$ cat config.mk
export PLATFORM = sky130hd
export DESIGN_NAME = bml_top
export DESIGN_NICKNAME = d
export VERILOG_FILES = /design/src/bml_pkg.sv /design/src/bml_sync.sv /design/src/bml_top.sv
export SDC_FILE = /design/constraint.sdc
export NUM_CORES = 1
export LEC_CHECK = 0
export ABC_AREA = 1
export BUFFER_PORTS_ARGS = -buffer_cell sky130_fd_sc_hd__buf_2
export CORE_ASPECT_RATIO = 1.4
export CORE_UTILIZATION = 35
export CTS_CLUSTER_SIZE = 14
export DETAILED_ROUTE_END_ITERATION = 10
export MAX_ROUTING_LAYER = met4
export PLACE_DENSITY_LB_ADDON = 0.12
export SKIP_LAST_GASP = 1
export SLEW_MARGIN = 10
export SYNTH_ARGS = -nofsm -noshare
export SYNTH_HDL_FRONTEND = slang
export SYNTH_SLANG_ARGS = --single-unit
$ cat constraint.sdc
create_clock -name clk -period 3.1 [get_ports clk]
set_input_delay 0.155 -clock clk [delete_from_list [all_inputs] [get_ports clk]]
set_output_delay 0.155 -clock clk [all_outputs]
set_load 0.005 [all_outputs]
$ cat src/bml_pkg.sv
// Package for the boot-mode latch and external request block.
// Assumes a single 40 MHz clock domain and no software-visible registers.
package bml_pkg;
  localparam int unsigned NUM_LINES = 4;
  localparam int unsigned MODE_W = 4;
  localparam logic [3:0] MODE_RESET = 4'h0;
  localparam logic [3:0] LINES_IDLE = 4'hf;
  localparam int unsigned LINE_A = 0;
  localparam int unsigned PHASE_W = 2;
  localparam logic [1:0] PHASE_RESET = 2'h0;
  // Power modes of the processor as seen by this block
  typedef enum logic [2:0]
  {
    BML_RUN = 3'h1,
    BML_WAIT = 3'h2,
    BML_STOP = 3'h4
  } bml_power_t;
  // Lifecycle of the shared pins
  typedef enum logic [2:0]
  {
    BML_HELD = 3'h1,
    BML_LATCH = 3'h2,
    BML_IRQ = 3'h4
  } bml_phase_t;
endpackage : bml_pkg

$ cat src/bml_sync.sv
// Two-flop synchroniser for the four shared pins.
// Assumes pins are asynchronous to clk; resets to the idle (high) level.
`timescale 1ns/1ps
module bml_sync #(
  parameter int unsigned WIDTH = 4,
  parameter logic [WIDTH-1:0] IDLE = '1
) (
  // Clock and reset
  input wire logic clk,
  input wire logic nrst,
  // Pins in, synchronised out
  input wire logic [WIDTH-1:0] pin,
  output logic [WIDTH-1:0] sync
);
  typedef struct packed
  {
    logic [WIDTH-1:0] stage1;
    logic [WIDTH-1:0] stage2;
  } bml_sync_state_t;

  bml_sync_state_t state;
  bml_sync_state_t next_state;

  always_comb
  begin
    next_state = state;
    next_state.stage1 = pin;
    next_state.stage2 = state.stage1;
  end

  always_ff @(posedge clk or negedge nrst)
  begin
    if (!nrst)
    begin
      state <= {IDLE, IDLE};
    end
    else
    begin
      state <= next_state;
    end
  end

  assign sync = state.stage2;
endmodule : bml_sync

$ cat src/bml_top.sv
// Boot-mode latch and external interrupt request front end.
// Assumes nrst is the chip reset pin, already clean and asynchronous; pins are board-level inputs.
`timescale 1ns/1ps
// Function
// - On reset release, latch four mode pins as the operating mode code.
// - After reset release, the same four pins act as interrupt requests.
// - Each request is level or falling-edge triggered, and individually maskable.
// - Request A asserted in STOP or WAIT makes the processor leave standby.
// - Requests B, C, D asserted in WAIT leave WAIT; they do not end STOP.
// - While reset is asserted, all state and the phase generator are reset.
module bml_top #(
  parameter int unsigned NUM_LINES = bml_pkg::NUM_LINES
) (
  // Clock and reset
  input wire logic clk,
  input wire logic nrst,
  // Shared mode and request pins, active low as requests
  input wire logic boot_select_bit_a,
  input wire logic boot_select_bit_b,
  input wire logic boot_select_bit_c,
  input wire logic boot_select_bit_d,
  // Processor-side controls
  input wire logic [NUM_LINES-1:0] edge_mode,
  input wire logic [NUM_LINES-1:0] req_enable,
  input wire logic [NUM_LINES-1:0] edge_clear,
  input wire logic enter_wait,
  input wire logic enter_stop,
  // Results
  output logic [3:0] op_mode,
  output logic mode_valid,
  output logic [NUM_LINES-1:0] irq_pending,
  output logic irq_any,
  output logic wake,
  output logic in_wait,
  output logic in_stop,
  output logic [1:0] phase
);
  // ext_request_a_n..d_n are the same pins once reset is over
  logic [NUM_LINES-1:0] pins_sync;

  typedef struct packed
  {
    bml_pkg::bml_phase_t life;
    logic settle;
    logic [3:0] mode;
    logic mode_valid;
    logic [NUM_LINES-1:0] prev;
    logic [NUM_LINES-1:0] edge_latched;
    logic [NUM_LINES-1:0] pending;
    logic any;
    bml_pkg::bml_power_t power;
    logic in_wait;
    logic in_stop;
    logic wake;
    logic [1:0] phase;
  } bml_state_t;

  bml_state_t state;
  bml_state_t next_state;

  // Wake qualification per line: A ends STOP or WAIT, others only WAIT
  function automatic logic line_wakes(input int unsigned idx, input bml_pkg::bml_power_t pw);
    line_wakes = (pw == bml_pkg::BML_WAIT) || (idx == bml_pkg::LINE_A && pw == bml_pkg::BML_STOP);
  endfunction : line_wakes

  bml_sync #(
    .WIDTH(NUM_LINES),
    .IDLE(bml_pkg::LINES_IDLE)
  ) u_sync (
    .clk(clk),
    .nrst(nrst),
    .pin({boot_select_bit_d, boot_select_bit_c, boot_select_bit_b, boot_select_bit_a}),
    .sync(pins_sync)
  );

  // Release timeline in rising edges after nrst goes high:
  // E0 first flop takes the pins, E1 second flop holds them,
  // E2 mode is latched and detection armed, E3 first request update.
  // The mode pins must therefore stay put until E0 has passed.
  always_comb
  begin
    logic [NUM_LINES-1:0] active;
    logic wake_hit;
    logic [NUM_LINES-1:0] masked;
    active = '0;
    wake_hit = 1'b0;
    masked = '0;
    next_state = state;
    next_state.wake = 1'b0;
    next_state.phase = 2'(state.phase + 2'h1);
    case (state.life)
      bml_pkg::BML_HELD:
      begin
        // Wait one extra edge: until then the second flop still shows its idle
        // reset level, which would be taken as the mode
        if (state.settle)
        begin
          next_state.life = bml_pkg::BML_LATCH;
        end
        else
        begin
          next_state.settle = 1'b1;
        end
      end
      bml_pkg::BML_LATCH:
      begin
        next_state.mode = pins_sync;
        next_state.mode_valid = 1'b1;
        next_state.prev = pins_sync;
        next_state.life = bml_pkg::BML_IRQ;
      end
      bml_pkg::BML_IRQ:
      begin
        for (int unsigned i = 0; i < NUM_LINES; i++)
        begin
          // Falling edge sets a sticky flag; set wins over a same-cycle clear
          // Edges are tracked in level mode too; clear the flag when switching to edge mode
          if (state.prev[i] && !pins_sync[i])
          begin
            next_state.edge_latched[i] = 1'b1;
          end
          else if (edge_clear[i])
          begin
            next_state.edge_latched[i] = 1'b0;
          end
          active[i] = edge_mode[i] ? next_state.edge_latched[i] : !pins_sync[i];
          if (active[i] && line_wakes(i, state.power))
          begin
            wake_hit = 1'b1;
          end
        end
        next_state.prev = pins_sync;
        masked = active & req_enable;
        next_state.pending = masked;
        next_state.any = |masked;
      end
      default:
      begin
        next_state.life = bml_pkg::BML_HELD;
      end
    endcase
    // Wake uses raw activity so a masked line still ends standby
    case (state.power)
      bml_pkg::BML_RUN:
      begin
        if (enter_stop)
        begin
          next_state.power = bml_pkg::BML_STOP;
        end
        else if (enter_wait)
        begin
          next_state.power = bml_pkg::BML_WAIT;
        end
      end
      bml_pkg::BML_WAIT, bml_pkg::BML_STOP:
      begin
        if (wake_hit)
        begin
          next_state.power = bml_pkg::BML_RUN;
          next_state.wake = 1'b1;
        end
      end
      default:
      begin
        next_state.power = bml_pkg::BML_RUN;
      end
    endcase
    // Decoded here so the standby outputs leave straight from flops
    next_state.in_wait = (next_state.power == bml_pkg::BML_WAIT);
    next_state.in_stop = (next_state.power == bml_pkg::BML_STOP);
  end

  always_ff @(posedge clk or negedge nrst)
  begin
    if (!nrst)
    begin
      state.life <= bml_pkg::BML_HELD;
      state.settle <= 1'b0;
      state.mode <= bml_pkg::MODE_RESET;
      state.mode_valid <= 1'b0;
      state.prev <= bml_pkg::LINES_IDLE;
      state.edge_latched <= '0;
      state.pending <= '0;
      state.any <= 1'b0;
      state.power <= bml_pkg::BML_RUN;
      state.in_wait <= 1'b0;
      state.in_stop <= 1'b0;
      state.wake <= 1'b0;
      state.phase <= bml_pkg::PHASE_RESET;
    end
    else
    begin
      state <= next_state;
    end
  end

  assign op_mode = state.mode;
  assign mode_valid = state.mode_valid;
  assign irq_pending = state.pending;
  assign irq_any = state.any;
  assign wake = state.wake;
  assign in_wait = state.in_wait;
  assign in_stop = state.in_stop;
  assign phase = state.phase;
endmodule : bml_top
Word level (Yosys, flattened, before mapping)
Index checks and enable logic that the tools add are counted.
{ "totals": {"input_bits": 20, "out_inout_bits": 15, "wordCells": 73, "regBits": 38} }
{ "classes": {"n_reduce_logical": 17, "n_eq_ne": 9, "bitwise": 2, "addsub": 1, "muxes": 29} }
{ "op_table": {"columns": ["op", "count"], "rows": [
  ["2-to-1 mux 1 bit", 23],
  ["2-to-1 mux 3 bit", 4],
  ["equality test 3 x 2 -> 1 bit (second input constant)", 3],
  ["equality test 3 bit (second input constant)", 3],
  ["case mux 3 bit (3 select lines)", 1],
  ["logical AND 1 bit", 8],
  ["equality test 3 x 1 -> 1 bit (second input constant)", 2],
  ["case mux 3 bit (2 select lines)", 1],
  ["bitwise AND 4 bit", 1],
  ["logical NOT 1 bit", 4],
  ["OR reduction 2 bit", 2],
  ["OR reduction 4 bit", 1],
  ["adder 2 x 1 -> 2 bit (second input constant)", 1],
  ["inequality test 2 bit (second input constant)", 1],
  ["AND reduction 2 bit", 1],
  ["logical OR 1 bit", 1],
  ["inverter 1 bit", 1]
]} }

Depth between registers and ports, before layout
{ "logic_depth": {"ltp_word": 14, "ltp_mapped": 8, "mapped_depth_nobuf": 8} }

Hierarchy
From an unflattened synthesis, not the netlist that was laid out.
{ "hier_totals": {"hier_cells": 154, "area_unflattened_um2": 1552.7} }
{ "by_module_without_submodules": {"columns": ["module", "instances", "cells_per_inst", "seq_area_each_um2", "area_per_inst_um2"], "rows": [
  ["bml_top", 1, 146, 758.2, 1342.5],
  ["bml_sync", 1, 8, 210.2, 210.2]
]} }

Least setup slack after synthesis
OpenSTA, ideal clock, no wires.
{ "synth_path": {"path_kind": "register -> register", "start": "register u_sync.state, in the netlist u_sync.sync[3]", "end": "register in_wait (netlist name)", "setup_time_ps": 67, "t_required_ps": 3033, "setup_slack_ps": 1896, "synth_period_minus_slack_ps": 1204, "path_buffers": 0, "arrival_time_ps": 1137, "stages_incl_launch_ff": 8, "cell_sequence": "dfstp_2 > inv_1 > or2_1 > nand3_1 > nand4_1 > nand2_2 > nand2_2 > nand2_1"} }
{ "synth_lines": {"columns": ["element", "line", "source"], "rows": [
  ["start: declaration", "bml_sync.sv:21", "bml_sync_state_t state;"],
  ["start signal: assignment", "bml_sync.sv:35", "state <= {IDLE, IDLE};"],
  ["start signal: assignment", "bml_sync.sv:39", "state <= next_state;"]
]} }

Worst setup path after layout
{ "layout_path": {"start": "register state[28] (netlist bit)", "end": "register state[19] (netlist bit)"} }
{ "layout_via": {"elab_chain_cells": 2, "elab_cells_between_ends": 3, "classes_between": "eq/ne (2); reduce/logical (1)"} }
{ "layout_rtl": {"columns": ["element", "line", "source"], "rows": [
  ["start: declaration", "bml_top.sv:58", "bml_state_t state;"],
  ["start signal: assignment", "bml_top.sv:193", "state <= next_state;"],
  ["equality test 3 x 2 -> 1 bit / equality test 3 bit (equally long branches)", "bml_top.sv:91", "case (state.life)"],
  ["OR reduction 2 bit (no source line) *", null, null]
]} }
Every way passes the cells marked *; elsewhere a longest branch is shown, timed or not.
A chain may end at the register's enable or synchronous reset.

==> summary.md <==
| Metric | Value |
|---|---|
| Result of the run | `completed` |
| Maxcap violations | `0` |
| Placeable core region | `4270 um^2` |
| Data arrival, critical path | `between 1.5 and 2 ns` |
| Net count reported at finish | `around 210` |
| DIE HEIGHT | `slightly above 80 um` |
| Post-synthesis average cell area | `approximately 10 um^2` |
| Critical Path Fanout Max | `13` |
| Drt pass-1 iters | `4` |
| DP Worst Slack | `1.64 ns` |
| Pin count of the biggest net entering global routing | `39` |
| Combined area of all synthesized cells | `1580 um^2` |
| Leak pwr | `~0.96 nW` |
| Type of the worst min-delay path | `input pin to flop` |
| Setup tns final | `0 ns` |
| Rel. slew slack | `a little under half` |
| H-tree depth | `2` |
| Post-CTS sizing | `0` |
| Count of pins on the block boundary | `35` |
| Mapped Nets | `about 170` |
| Slew Viols, Final | `0` |
| Core occupancy in the finished layout | `44.4%` |
| Residual antenna-violating net count after detailed routing | `0` |
| Root buffer cell | `clkbuf_8` |
| Post-CTS setup-driven buffer insertion count | `0` |
| DRC viols | `0` |
| Average detailed-routed wire length per instance | `11.0 um` |
| Final estimated routing congestion in global placement | `between 0.7 and 0.8` |
| Violation count after the first detailed-routing iteration | `34` |
| Relative area change from synthesis to final layout | `20.4%` |
| Sink Count | `38` |
| Number of buffers on the longest clock path | `2` |
| Number of different library cells in the post-synthesis netlist | `23` |
| Global-route usage over all layers | `between 10 and 15%` |
| Transition time at the pin with the least slew margin | `around 0.79 ns` |
| Final routed wirelength across all metal layers | `about 2800 um` |
| Clock Latency Late Sink | `0.28 ns` |
| Startpoint-to-endpoint class of the critical path | `flop to flop` |
| Synth Warn # | `0` |
| Antenna cell count | `0` |
| Min Tclk post-route | `~1.5 ns` |
| Critical Path RT | `approximately 3.3 ns` |
| Chip Width | `58.7 um` |
| Global-route wire length before repair | `roughly 4500 um` |
| Post-synthesis cell count | `around 150` |
| Total power per unit cell area | `approximately 620 nW/um^2` |
| Number of buffers created by CTS | `5` |
| Unrepaired setup endpoints after global routing | `false` |
| Antenna violations before repair | `0` |
| Maximum VDD drop | `0.408 mV` |
| Post-DR vias/cell | `between 4 and 5` |
| Via count of the first global-routing pass | `around 1,000` |
| CP Launch Type | `flop` |
| Via Count | `1,076` |
| Final cycle utilization of the critical path | `between 40 and 50%` |
| Starting density of the core | `a little under two fifths` |
| CTS tree | `yes` |
| Achievable frequency | `0.685 GHz` |
| Final setup fails | `0` |
| Flop and latch count out of synthesis | `38` |
| Quantity of hold-fixing buffers added after cts | `5` |
| Minimum setup slack among reg-to-reg paths | `1.64 ns` |
| Number of input and output port buffers inserted | `34` |
| Critical path endpoint category | `flop` |
| Fin. Hold Viols | `0` |
| Total half-perimeter wirelength after legalization and detailed placement | `2010 um` |
| Proportion of layout cells with a drive suffix above 1 | `roughly a third` |
| Final setup skew | `around 0.0025 ns` |
| Clock transition time at the flip-flop clock pins of the worst setup and hold paths | `0.07 ns` |
| Number of rows created at floorplan | `28` |
| Total global routing overflow | `0` |
| Post-synthesis sequential area ratio | `61.5%` |
| Overall die area | `between 4000 and 5000 um^2` |
| Final Worst Setup Slack | `about 1.6 ns` |
## cell usage after synthesis
library cell  instances  share of area, %
nand3b_1              1              0.48
nand2_1              25               6.0
nand2_4               1              0.71
nand4_1               1              0.40
dfrtp_1              24                38
o21ai_0               8               2.5
a31oi_1               4               1.6
xor2_1                1              0.56
nor3_1                2              0.64
nand2_2               3               1.2
or2_1                 4               1.6
inv_2                 3              0.71
nand3_2               2               1.3
inv_1                16               3.8
buf_4                11               5.2
dfstp_2              14                23
nor2_1               11               2.6
nor3_4                2               2.1
a21oi_1               4               1.3
or2_2                 1              0.40
nand3_1              14               4.4
o21a_1                1              0.48
o22a_1                1              0.56
## critical path, stage by stage (launching register included)
cell and delay, ns:
dfrtp_1 0.43, nor3_4 0.48, inv_2 0.16, nand2_4 0.15, nor2_1 0.05, a21oi_1 0.12
## where the power goes
part / total (W) / internal, W / switching [W]
clock network: 0.000408 / 0.000240 / 0.000168
registers: 0.000592 / 0.000559 / 0.0000332
logic: 0.000179 / 0.0000766 / 0.000102
total: 0.00118 / 0.000876 / 0.000304
## stage by stage
step / power [W] / cells / hold slack (ns) / area [um^2]
4_1_cts: 0.00120 / 250 / 0.116 / 1900
5_1_grt: 0.00125 / 250 / 0.142 / 1900
3_3_place_gp: 0.000772 / 237 / 0.262 / 1740
2_1_floorplan: 0.000714 / 154 / -0.141 / 1580
3_5_place_dp: 0.000778 / 237 / 0.261 / 1740
6_report: 0.00118 / 250 / 0.135 / 1900
## flip-flops by register name, summed over array words and instances, names as in the netlist, 2 cells and up
name               cells
u_sync.sync            4
u_sync.next_state      4
phase                  2
op_mode                4
state                 15
irq_pending            4
## layout by cell type (no fill, tap or decap)
| cell type | count |
|---|---|
| nand2_4 | 1 |
| o21a_1 | 1 |
| dfrtp_1 | 24 |
| buf_2 | 34 |
| nand2_1 | 25 |
| inv_4 | 1 |
| o22a_1 | 1 |
| nand3_2 | 2 |
| dfstp_2 | 14 |
| o21ai_0 | 8 |
| xor2_1 | 1 |
| inv_1 | 16 |
| or2_1 | 4 |
| nor2_1 | 11 |
| nand3b_1 | 1 |
| clkbuf_1 | 1 |
| nand2_2 | 3 |
| nor3_4 | 2 |
| a31oi_1 | 4 |
| nand3_1 | 14 |
| bufinv_16 | 1 |
| nor3_1 | 2 |
| or2_2 | 1 |
| nand4_1 | 1 |
| inv_2 | 3 |
| clkbuf_8 | 5 |
| dlygate4sd3_1 | 5 |
| a21oi_1 | 4 |
## per-layer routing
metal	vias up	part of all wire, %	track usage (%)	wire, um
met2	28	49	22.9	1340
met4	0	1.7	7.14	47
met5	-	0	-	0
met1	490	44	13.3	1220
met3	5	5.3	4.62	147
li1	553	-	-	-
## logic make-up (layout without fill, tap and decap cells)
| kind of cell | count (synthesis) | in the layout | synth area share [%] |
|---|---|---|---|
| buf+inv | 30 | 66 | 9.77 |
| xor+xnor | 1 | 1 | 0.556 |
| compound gates | 18 | 18 | 6.43 |
| flops | 38 | 38 | 61.5 |
| simple gates | 67 | 67 | 21.8 |
## final timing paths
kind                            cells after the start                       end                      startpoint
worst max register to register                      5     state[19]$_DFFE_PN1P_           state[28]$_DFFE_PN0P_
worst min register to register                      0  u_sync.sync[3]$_DFF_PN1_  u_sync.next_state[3]$_DFF_PN1_
max in group asynchronous                           2    op_mode[3]$_DFFE_PN0P_                            nrst
worst min-delay path                                3        state[7]$_DFF_PN0_                      enter_stop
min in group asynchronous                           2     state[16]$_DFFE_PN0N_                            nrst
worst max-delay path                                5     state[19]$_DFFE_PN1P_           state[28]$_DFFE_PN0P_
## area by class of cell
type / count / area [um^2]
clock buffer: 6 / 72.6
tap: 60 / 75.1
timing repair buffer: 39 / 220
clock inverter: 2 / 36.3
multi-input combinational: 86 / 453
sequential: 38 / 968
inverter: 19 / 71.3
fill: 444 / 2380
Power figures use the tool's default switching activity.
